===== src/design/pmrs_pkg.sv =====
/*
  Constants, register map and mode type of the power mode and reset sequencer.
  Assumes one clock (mclk_i, the oscillator clock) and a plain register port.
*/
package pmrs_pkg;

  localparam int ADDR_W     = 4;
  localparam int DATA_W     = 16;
  localparam int NUM_PERIPH = 8;

  // register offsets
  localparam logic [ADDR_W-1:0] INTEGRATION_CONTROL_OFS = 4'h0;
  localparam logic [ADDR_W-1:0] STOP_DISABLE_OFS        = 4'h1;
  localparam logic [ADDR_W-1:0] POWER_CONFIG_OFS        = 4'h2;
  localparam logic [ADDR_W-1:0] STATUS_OFS              = 4'h3;

  // control register fields
  localparam int CTRL_SW_RESET_BIT = 0;

  // power configuration fields
  localparam int PWR_SRC_SEL_BIT  = 0;
  localparam int PWR_PLL_PD_BIT   = 1;
  localparam int PWR_RELAXATION_OSCILLATOR_SB_BIT  = 2;
  localparam int PWR_LREG_SB_BIT  = 3;
  localparam int PWR_RELAXATION_OSCILLATOR_PD_BIT  = 4;
  localparam int PWR_EXT_CLK_BIT  = 5;
  localparam int PWR_HS_SEL_BIT   = 6;
  localparam int PWR_W            = 7;
  localparam logic [PWR_W-1:0] PWR_RESET_VAL = 7'h00;
  localparam logic [NUM_PERIPH-1:0] SD_RESET_VAL = 8'h00;

  // status register fields
  localparam int STAT_MODE_LSB   = 0;
  localparam int STAT_STANDBY    = 2;
  localparam int STAT_CLOCK_GENERATOR_RESET = 3;
  localparam int STAT_PERIPH_RST = 4;
  localparam int STAT_CORE_RST   = 5;

  // reset sequence counts
  localparam int POR_EXT_CYC  = 64;
  localparam int CLKGEN_CYC   = 32;
  localparam int PERIPH_CYC   = 32;
  localparam int CORE_CYC     = 32;
  localparam int SYNC_RST_CYC = 3;
  localparam int WDOG_DIV     = 1024;
  localparam int WDOG_W       = 10;

  // clock rates
  localparam longint MCLK_HZ        = 20_000_000;
  localparam longint SYS_CLK_MAX_HZ = 32_000_000;

  typedef enum logic [1:0] {
    MODE_RUN,
    MODE_WAIT,
    MODE_STOP,
    MODE_POWER_DOWN
  } pmrs_mode_t;

endpackage


===== src/design/pmrs_sync3.sv =====
/*
  Three-stage synchroniser with agreement filter.
  Assumes an asynchronous input; output changes once stages two and three agree.
*/
`timescale 1ns/1ps
module pmrs_sync3 (
  // clock and reset
  input  wire logic mclk_i,
  input  wire logic reset_n_i,
  input  wire logic ce_i,
  // data
  input  wire logic async_i,
  input  wire logic reset_val_i,
  output logic      sync_o
);
  logic s1;
  logic s2;
  logic s3;

  always_ff @(posedge mclk_i or negedge reset_n_i)
  begin
    if (!reset_n_i)
    begin
      s1 <= 1'b0;
      s2 <= 1'b0;
      s3 <= 1'b0;
    end
    else if (ce_i)
    begin
      s1 <= async_i;
      s2 <= s1;
      s3 <= s2;
    end
  end

  // reset value taken after release, never under the async reset
  logic primed;
  always_ff @(posedge mclk_i or negedge reset_n_i)
  begin
    if (!reset_n_i)
    begin
      primed <= 1'b0;
      sync_o <= 1'b0;
    end
    else if (ce_i)
    begin
      primed <= 1'b1;
      if (!primed)
        sync_o <= reset_val_i;
      else if (s2 == s3)
        sync_o <= s3;
    end
  end
endmodule


===== src/design/pmrs_rst_stage.sv =====
/*
  One reset extension stage: released N ticks after its hold input falls.
  Assumes hold and tick come from logic on mclk_i.
*/
`timescale 1ns/1ps
module pmrs_rst_stage #(
  parameter int N   = 32,
  parameter int CW  = 7
) (
  // clock and reset
  input  wire logic mclk_i,
  input  wire logic reset_n_i,
  input  wire logic ce_i,
  // control
  input  wire logic hold_i,
  input  wire logic tick_i,
  output logic      done_o
);
  localparam logic [CW-1:0] LAST = CW'(N - 1);
  logic [CW-1:0] cnt;

  always_ff @(posedge mclk_i or negedge reset_n_i)
  begin
    if (!reset_n_i)
    begin
      cnt    <= '0;
      done_o <= 1'b0;
    end
    else if (ce_i)
    begin
      if (hold_i)
      begin
        cnt    <= '0;
        done_o <= 1'b0;
      end
      else if (tick_i && !done_o)
      begin
        if (cnt == LAST)
          done_o <= 1'b1;
        else
          cnt <= cnt + 1'b1;
      end
    end
  end
endmodule


===== src/design/pmrs_top.sv =====
/*
  Power mode control and staged reset sequencing.
  Assumes mclk_i is the oscillator clock, reset_n_i the raw power-on reset,
  core and peripheral inputs on mclk_i, the reset pin and the external
  standby clock asynchronous.
*/
// The plain strobed port and the address map were decided locally.
`timescale 1ns/1ps
module pmrs_top
  import pmrs_pkg::*;
(
  // clock and reset
  input  wire logic                           mclk_i,
  input  wire logic                           reset_n_i,
  input  wire logic                           ce_i,
  // register port
  input  wire logic [pmrs_pkg::ADDR_W-1:0]    addr_i,
  input  wire logic [pmrs_pkg::DATA_W-1:0]    wdata_i,
  input  wire logic                           wr_i,
  input  wire logic                           rd_i,
  output logic      [pmrs_pkg::DATA_W-1:0]    rdata_o,
  // reset sources
  input  wire logic                           ext_reset_n_i,
  input  wire logic                           watchdog_timeout_reset_i,
  input  wire logic                           watchdog_loss_of_reference_reset_i,
  // core events
  input  wire logic                           wait_instr_i,
  input  wire logic                           stop_instr_i,
  input  wire logic                           irq_any_i,
  input  wire logic [pmrs_pkg::NUM_PERIPH-1:0] irq_periph_i,
  input  wire logic                           low_voltage_irq_i,
  input  wire logic                           debug_entry_i,
  input  wire logic                           ext_standby_clk_i,
  // clock enables
  output logic                                master_clk_en_o,
  output logic                                core_clk_en_o,
  output logic                                mem_clk_en_o,
  output logic      [pmrs_pkg::NUM_PERIPH-1:0] periph_clk_en_o,
  output logic                                hs_clk_en_o,
  output logic                                watchdog_tick_o,
  // power configuration
  output logic                                relaxation_source_select_o,
  output logic                                pll_power_down_o,
  output logic                                relaxation_osc_standby_o,
  output logic                                large_regulator_standby_o,
  output logic                                relaxation_osc_power_down_o,
  // staged resets, active high
  output logic                                jtag_reset_o,
  output logic                                sync_reset_o,
  output logic                                clock_generator_reset_o,
  output logic                                peripheral_reset_o,
  output logic                                core_reset_o
);
  import pmrs_pkg::*;

  // ------------------------------------------------------------
  // signals
  // ------------------------------------------------------------
  logic                  ext_rst_n_s;
  logic                  ext_clk_s;
  logic                  ext_clk_q;
  logic                  ext_por_done;
  logic                  sync_done;
  logic                  clkgen_done;
  logic                  periph_done;
  logic                  core_done;
  logic                  sw_reset;
  logic                  combined_rst;
  logic                  sys_tick;
  logic                  sys_div;
  logic                  ext_div;
  logic [WDOG_W-1:0]     wdog_cnt;
  logic [NUM_PERIPH-1:0] stop_disable_controls;
  logic [PWR_W-1:0]      pwr_cfg;
  logic                  standby;
  logic                  pll_selected;
  logic                  stop_wake;
  pmrs_mode_t            mode;
  pmrs_mode_t            next_mode;

  // ------------------------------------------------------------
  // asynchronous inputs
  // ------------------------------------------------------------
  pmrs_sync3 u_sync_ext_rst (
    .mclk_i      (mclk_i),
    .reset_n_i   (reset_n_i),
    .ce_i        (ce_i),
    .async_i     (ext_reset_n_i),
    .reset_val_i (1'b0),
    .sync_o      (ext_rst_n_s)
  );

  pmrs_sync3 u_sync_ext_clk (
    .mclk_i      (mclk_i),
    .reset_n_i   (reset_n_i),
    .ce_i        (ce_i),
    .async_i     (ext_standby_clk_i),
    .reset_val_i (1'b0),
    .sync_o      (ext_clk_s)
  );

  // ------------------------------------------------------------
  // reset combination
  // ------------------------------------------------------------
  // pin and power-on are async; software and watchdog already on mclk_i
  // in power-down only pin or power-on recovers
  always_comb
  begin
    combined_rst = !ext_por_done || !ext_rst_n_s;
    if (mode != MODE_POWER_DOWN)
      combined_rst = combined_rst || sw_reset || watchdog_timeout_reset_i
                     || watchdog_loss_of_reference_reset_i;
  end

  // ------------------------------------------------------------
  // reset extension stages
  // ------------------------------------------------------------
  // power-on, sync and clock generator stages count mclk_i cycles; peripheral and core stages count sys_tick
  pmrs_rst_stage #(.N(POR_EXT_CYC), .CW(7)) u_por_ext (
    .mclk_i    (mclk_i),
    .reset_n_i (reset_n_i),
    .ce_i      (ce_i),
    .hold_i    (1'b0),
    .tick_i    (1'b1),
    .done_o    (ext_por_done)
  );

  pmrs_rst_stage #(.N(SYNC_RST_CYC), .CW(2)) u_sync_rst (
    .mclk_i    (mclk_i),
    .reset_n_i (reset_n_i),
    .ce_i      (ce_i),
    .hold_i    (combined_rst),
    .tick_i    (1'b1),
    .done_o    (sync_done)
  );

  pmrs_rst_stage #(.N(CLKGEN_CYC), .CW(6)) u_clock_generator_reset (
    .mclk_i    (mclk_i),
    .reset_n_i (reset_n_i),
    .ce_i      (ce_i),
    .hold_i    (combined_rst),
    .tick_i    (1'b1),
    .done_o    (clkgen_done)
  );

  pmrs_rst_stage #(.N(PERIPH_CYC), .CW(6)) u_periph_rst (
    .mclk_i    (mclk_i),
    .reset_n_i (reset_n_i),
    .ce_i      (ce_i),
    .hold_i    (combined_rst || !clkgen_done),
    .tick_i    (sys_tick),
    .done_o    (periph_done)
  );

  pmrs_rst_stage #(.N(CORE_CYC), .CW(6)) u_core_rst (
    .mclk_i    (mclk_i),
    .reset_n_i (reset_n_i),
    .ce_i      (ce_i),
    .hold_i    (combined_rst || !periph_done),
    .tick_i    (sys_tick),
    .done_o    (core_done)
  );

  // ------------------------------------------------------------
  // reset outputs: clock generator, peripheral and core released on the falling edge, jtag and sync on the rising edge
  // ------------------------------------------------------------
  always_ff @(negedge mclk_i or negedge reset_n_i)
  begin
    if (!reset_n_i)
      clock_generator_reset_o <= 1'b1;
    else if (ce_i)
      clock_generator_reset_o <= !clkgen_done;
  end

  always_ff @(negedge mclk_i or negedge reset_n_i)
  begin
    if (!reset_n_i)
    begin
      peripheral_reset_o <= 1'b1;
      core_reset_o       <= 1'b1;
    end
    else if (ce_i)
    begin
      peripheral_reset_o <= !periph_done;
      core_reset_o       <= !core_done;
    end
  end

  always_ff @(posedge mclk_i or negedge reset_n_i)
  begin
    if (!reset_n_i)
    begin
      jtag_reset_o <= 1'b1;
      sync_reset_o <= 1'b1;
    end
    else if (ce_i)
    begin
      jtag_reset_o <= 1'b0;
      sync_reset_o <= !sync_done;
    end
  end

  // ------------------------------------------------------------
  // system clock tick
  // ------------------------------------------------------------
  // master/2 normally; in standby with external clock, every second edge
  always_ff @(posedge mclk_i or negedge reset_n_i)
  begin
    if (!reset_n_i)
    begin
      sys_div   <= 1'b0;
      ext_div   <= 1'b0;
      ext_clk_q <= 1'b0;
      sys_tick  <= 1'b0;
    end
    else if (ce_i)
    begin
      ext_clk_q <= ext_clk_s;
      sys_div   <= !sys_div;
      if (standby && pwr_cfg[PWR_EXT_CLK_BIT])
      begin
        if (ext_clk_s && !ext_clk_q)
          ext_div <= !ext_div;
        sys_tick <= ext_clk_s && !ext_clk_q && ext_div;
      end
      else
        sys_tick <= sys_div;
    end
  end

  // ------------------------------------------------------------
  // watchdog tick
  // ------------------------------------------------------------
  always_ff @(posedge mclk_i or negedge reset_n_i)
  begin
    if (!reset_n_i)
    begin
      wdog_cnt        <= '0;
      watchdog_tick_o <= 1'b0;
    end
    else if (ce_i)
    begin
      wdog_cnt        <= wdog_cnt + 1'b1;
      watchdog_tick_o <= (wdog_cnt == WDOG_W'(WDOG_DIV - 1));
    end
  end

  // ------------------------------------------------------------
  // register file
  // ------------------------------------------------------------
  always_ff @(posedge mclk_i or negedge reset_n_i)
  begin
    if (!reset_n_i)
    begin
      stop_disable_controls <= SD_RESET_VAL;
      pwr_cfg               <= PWR_RESET_VAL;
    end
    else if (ce_i)
    begin
      if (clock_generator_reset_o)
      begin
        stop_disable_controls <= SD_RESET_VAL;
        pwr_cfg               <= PWR_RESET_VAL;
      end
      else if (wr_i)
      begin
        if (addr_i == STOP_DISABLE_OFS)
          stop_disable_controls <= wdata_i[NUM_PERIPH-1:0];
        if (addr_i == POWER_CONFIG_OFS)
          pwr_cfg <= wdata_i[PWR_W-1:0];
      end
    end
  end

  // software reset: one-cycle pulse, its logic held by the sync reset
  always_ff @(posedge mclk_i or negedge reset_n_i)
  begin
    if (!reset_n_i)
      sw_reset <= 1'b0;
    else if (ce_i)
    begin
      if (!sync_done)
        sw_reset <= 1'b0;
      else
        sw_reset <= wr_i && (addr_i == INTEGRATION_CONTROL_OFS)
                    && wdata_i[CTRL_SW_RESET_BIT];
    end
  end

  always_ff @(posedge mclk_i or negedge reset_n_i)
  begin
    if (!reset_n_i)
      rdata_o <= '0;
    else if (ce_i)
    begin
      rdata_o <= '0;
      if (rd_i)
      begin
        unique case (addr_i)
          STOP_DISABLE_OFS: rdata_o <= DATA_W'(stop_disable_controls);
          POWER_CONFIG_OFS: rdata_o <= DATA_W'(pwr_cfg);
          STATUS_OFS:
          begin
            rdata_o[STAT_MODE_LSB +: 2] <= mode;
            rdata_o[STAT_STANDBY]       <= standby;
            rdata_o[STAT_CLOCK_GENERATOR_RESET]    <= clock_generator_reset_o;
            rdata_o[STAT_PERIPH_RST]    <= peripheral_reset_o;
            rdata_o[STAT_CORE_RST]      <= core_reset_o;
          end
          default: rdata_o <= '0;
        endcase
      end
    end
  end

  // ------------------------------------------------------------
  // power configuration outputs
  // ------------------------------------------------------------
  assign standby      = pwr_cfg[PWR_SRC_SEL_BIT] && pwr_cfg[PWR_PLL_PD_BIT]
                        && pwr_cfg[PWR_RELAXATION_OSCILLATOR_SB_BIT] && pwr_cfg[PWR_LREG_SB_BIT];
  assign pll_selected = !pwr_cfg[PWR_SRC_SEL_BIT] && !pwr_cfg[PWR_PLL_PD_BIT];

  always_ff @(posedge mclk_i or negedge reset_n_i)
  begin
    if (!reset_n_i)
    begin
      relaxation_source_select_o  <= 1'b0;
      pll_power_down_o            <= 1'b0;
      relaxation_osc_standby_o    <= 1'b0;
      large_regulator_standby_o   <= 1'b0;
      relaxation_osc_power_down_o <= 1'b0;
    end
    else if (ce_i)
    begin
      relaxation_source_select_o  <= pwr_cfg[PWR_SRC_SEL_BIT];
      pll_power_down_o            <= pwr_cfg[PWR_PLL_PD_BIT];
      relaxation_osc_standby_o    <= pwr_cfg[PWR_RELAXATION_OSCILLATOR_SB_BIT];
      large_regulator_standby_o   <= pwr_cfg[PWR_LREG_SB_BIT];
      relaxation_osc_power_down_o <= pwr_cfg[PWR_RELAXATION_OSCILLATOR_PD_BIT]
                                     && standby;
    end
  end

  // ------------------------------------------------------------
  // power mode state machine
  // ------------------------------------------------------------
  assign stop_wake = |(irq_periph_i & stop_disable_controls)
                     || low_voltage_irq_i || debug_entry_i;

  always_comb
  begin
    next_mode = mode;
    unique case (mode)
      MODE_RUN:
      begin
        if (standby && pwr_cfg[PWR_RELAXATION_OSCILLATOR_PD_BIT])
          next_mode = MODE_POWER_DOWN;
        else if (stop_instr_i)
          next_mode = MODE_STOP;
        else if (wait_instr_i)
          next_mode = MODE_WAIT;
      end
      MODE_WAIT:
        if (irq_any_i || debug_entry_i)
          next_mode = MODE_RUN;
      MODE_STOP:
        if (stop_wake)
          next_mode = MODE_RUN;
      MODE_POWER_DOWN:
        next_mode = MODE_POWER_DOWN;
    endcase
  end

  always_ff @(posedge mclk_i or negedge reset_n_i)
  begin
    if (!reset_n_i)
      mode <= MODE_RUN;
    else if (ce_i)
    begin
      if (combined_rst || core_reset_o)
        mode <= MODE_RUN;
      else
        mode <= next_mode;
    end
  end

  // ------------------------------------------------------------
  // clock gating
  // ------------------------------------------------------------
  always_ff @(posedge mclk_i or negedge reset_n_i)
  begin
    if (!reset_n_i)
    begin
      master_clk_en_o <= 1'b0;
      core_clk_en_o   <= 1'b0;
      mem_clk_en_o    <= 1'b0;
      periph_clk_en_o <= '0;
      hs_clk_en_o     <= 1'b0;
    end
    else if (ce_i)
    begin
      master_clk_en_o <= !clock_generator_reset_o
                         && (mode != MODE_POWER_DOWN);
      core_clk_en_o   <= sys_tick && (mode == MODE_RUN);
      mem_clk_en_o    <= sys_tick && (mode == MODE_RUN);
      for (int i = 0; i < NUM_PERIPH; i++)
        periph_clk_en_o[i] <= sys_tick
          && ((mode == MODE_RUN) || (mode == MODE_WAIT)
              || ((mode == MODE_STOP) && stop_disable_controls[i]));
      hs_clk_en_o     <= pll_selected && pwr_cfg[PWR_HS_SEL_BIT]
                         && ((mode == MODE_RUN) || (mode == MODE_WAIT));
    end
  end
endmodule


===== config.mk =====
export PLATFORM = sky130hd
export DESIGN_NAME = pmrs_top
export DESIGN_NICKNAME = d
export VERILOG_FILES = /design/src/design/pmrs_pkg.sv /design/src/design/pmrs_sync3.sv /design/src/design/pmrs_rst_stage.sv /design/src/design/pmrs_top.sv
export SDC_FILE = /design/constraint.sdc
export NUM_CORES = 1
export LEC_CHECK = 0
export BUFFER_PORTS_ARGS = -buffer_cell sky130_fd_sc_hd__buf_2
export CAP_MARGIN = 20
export CORE_ASPECT_RATIO = 1.4
export CORE_MARGIN = 1.5
export CORE_UTILIZATION = 35
export CTS_CLUSTER_SIZE = 14
export DETAILED_ROUTE_END_ITERATION = 8
export SLEW_MARGIN = 20
export SYNTH_ARGS = -nofsm -noshare
export SYNTH_HDL_FRONTEND = slang
export SYNTH_HIERARCHICAL = 1
export SYNTH_SLANG_ARGS = --single-unit
export TNS_END_PERCENT = 50

===== constraint.sdc =====
create_clock -name mclk_i -period 2.2 [get_ports mclk_i]
set_input_delay 0.33 -clock mclk_i [delete_from_list [all_inputs] [get_ports mclk_i]]
set_output_delay 0.33 -clock mclk_i [all_outputs]
set_load 0.05 [all_outputs]

==> metrics.cfg <==
[run_status]
status=complete, but fails checks
violations=setup timing

[sta]
drv_slew=0
finClkSkew_ns=0.0596
rsz0062_at_grt=true
hold_viol_final=0
worst_pin_slew_ns=0.784
slew-limit-headroom_pct=47.8
setup_viol=24
timing.final.ws_setup_ns=-0.489

[yosys]
synth.distinct_cells=62
yosysTopAreaCellShare_pct=47.8
syn-cell-area_sq_um=5180
synth-edff-count=0
yosys_warnings=6
synthTopCellsByArea=dfrtp_1 48%, mux2_2 7.6%, o2bb2ai_1 2.7%
synth_top_area_cell=dfrtp_1
avgSynthCellArea_sq_um=10.8
yosys_most_used_dff=dfrtp_1
synthArstFlopShare_pct=100
synth_cells=478
synth_seq_area_share_pct=50.4
ys_ff_latch=104

[clocking]
ctsHtreeMaxLevel=3
clk_latency_ns=0.40
clock_sinks=104
clkTransAtPathRegs_ns=0.06
cts_made_buffers=9
root_buffer=clkbuf_16
cts_tree=yes
clockBufferDepth=2

[drt]
drc_errors=0
ant_nets=0
vias=3995
drt_wl_total_mm=11.7
wl_per_cell_microns=15.1
firstDrtPassIters=4
drt-initial-drc-count=122
vias_per_cell=5.16

[min_path]
hp-start=ext_standby_clk_i
hold_depth=2
hp-class=primary input to flip-flop

[pwr]
powerDensity_nw_per_um2=768
leakagePower_nw=2.91
peakVddDrop_mv=0.415
p_total_w=0.00491

[setup_path]
startpoint_type=flip-flop
crit_fanout=3
cp-end-kind=output pin
reg2reg_from=clock_generator_reset_o
ff2ff_path_depth=5
critPathKind=flip-flop to output pin
crit_path_start=clock_generator_reset_o
cp.arrival_ns=2.36
worstPathRequired_ns=1.87

[place]
dpl.hpwl_mm=8.47
place_congestion=0.819
port_buffers=64
dp_cells=749

[global_route]
track_usage_pct=15.9
grt.overflow.total=0
grt_max_degree=62
grt_pass1_wl_mm=19.9
grt_pass1_vias=4108
antenna_found_initial=0

[final_layout]
area_growth_pct=23.4
fin_nets=628
fin_cells=774
antenna_cells=0
fillers=1410
drive_gt1_share_pct=29.4
seq_area_sq_um=2610
multiInputGateArea_sq_um=2510

[floorplanning]
die_w_microns=106
rows=52
core_area_sq_um=14400
pin_count=81
die_area_sq_um=15500
die_h_microns=147
initial_core_util_pct=35.9

[flow_run]
drv_cap=0

[power breakdown]
group | total, W | switching (W) | internal [W]
Sequential | 0.00224 | 0.000150 | 0.00209
Clock | 0.00183 | 0.000689 | 0.00114
Combinational | 0.000839 | 0.000541 | 0.000299
[stage by stage]
stage | TNS [ns] | setup WS (ns) | cell area (sq um) | hold WS (ns) | utilization, %
global route | -9.72 | -0.524 | 6390 | 0.217 | 44.2
global placement | -5.10 | -0.345 | 5890 | 0.234 | 40.8
CTS | -8.10 | -0.490 | 6370 | 0.221 | 44.1
detailed placement | -5.51 | -0.377 | 5890 | 0.238 | 40.8
finish | -8.38 | -0.489 | 6390 | 0.231 | 44.2
floorplan | -7.13 | -0.413 | 5290 | 0.0344 | -
[timing repair]
action                                  CTS  global route
hold buffers                              1             0
setup buffers                             6             0
resized for setup                        16             5
endpoints found under the hold margin    14             0
endpoints found under the setup margin   24            24
cloned                                    0             0
pin swaps                                 3             1
[layout make-up]
type	instances	share of cell area, %
Sequential cell	104	40.9
Multi-Input combinational cell	348	39.2
Tap cell	189	3.70
Inverter	21	1.23
Clock buffer	10	3.74
Timing Repair Buffer	93	9.40
Clock inverter	9	1.84
[cell usage after synthesis, types with 3 or more instances]
cell	number
o31ai_1	3
ha_1	6
a22o_1	3
o2bb2ai_1	16
o41ai_1	4
dfstp_2	5
nand2_1	32
dfrtp_1	99
o21ai_1	3
o311ai_0	4
or4_1	5
o21ai_0	6
nor2_1	16
clkbuf_1	9
nand3b_1	4
inv_1	21
mux2i_1	4
xor2_1	4
o22ai_1	6
nor2b_4	4
mux2_2	35
a22oi_1	9
xnor2_1	7
or2b_1	4
o221ai_1	4
and3_1	6
nand2b_1	10
nand3_1	20
a31oi_1	11
o211ai_1	4
o31ai_2	3
a21boi_0	8
nor2b_1	11
a21oi_1	23
buf_4	9
buf_2	5
a2bb2oi_1	3
nor3_1	10
nand4_1	7
[layout by cell type, fill, tap and decap left out, types with 7 or more instances in the layout]
master and n:
a21boi_0 8, a21oi_1 20, a31oi_1 11, buf_2 60, buf_4 24, clkbuf_16 9, conb_1 22, dfrtp_1 99
inv_1 23, mux2_2 27, mux2_4 8, nand2_1 32, nand2b_1 10, nand3_1 20, nand4_1 7, nor2_1 16
nor2b_1 11, nor3_1 10, o2bb2ai_1 15, xnor2_1 7
[layer usage]
metal / track usage [%] / vias up / part of all wire, %
met2: 27.0 / 90 / 49
met1: 19.9 / 1948 / 45
met5: 0 / - / 0
met4: 5.88 / 0 / 1.6
li1: - / 1944 / -
met3: 3.28 / 13 / 4.2
[worst paths after layout]
check	to	slack, ns
worst max-delay path	clock_generator_reset_o	-0.49
worst min-delay path	u_sync_ext_clk/s1	0.23
worst max register to register	pwr_cfg[6]	-0.44
worst min register to register	wdog_cnt[6]	0.46
max in group asynchronous	peripheral_reset_o	0.45
min in group asynchronous	u_clock_generator_reset/cnt[3]	0.41
[registers in the layout, indices dropped and copies added (netlist names), 2 cells and up]
name                         count
u_clock_generator_reset/cnt      6
stop_disable_controls            8
wdog_cnt                        10
rdata_o                          8
u_core_rst/cnt                   6
u_por_ext/cnt                    7
u_periph_rst/cnt                 6
u_sync_rst/cnt                   2
pwr_cfg                          7
periph_clk_en_o                  8
mode                             2
[critical path, stage by stage, from the launching register on]
cell,delay (ns)
dfstp_4,0.62
buf_6,0.11
buf_8,0.13
[cell families (layout without fill, tap and decap cells)]
logic type	Yosys count	count (layout)	share of synthesized area [%]
adder cells (fa/ha/maj)	6	6	1.45
multiplexers	39	39	8.38
buffers and inverters	46	133	4.11
AO/OA/AOI/OAI	122	122	17.2
XOR/XNOR	11	11	1.86
AND/OR/NAND/NOR	148	148	16.5
flip-flops	104	104	50.4
other	2	22	0.145
(Power assumes the default switching activity.)
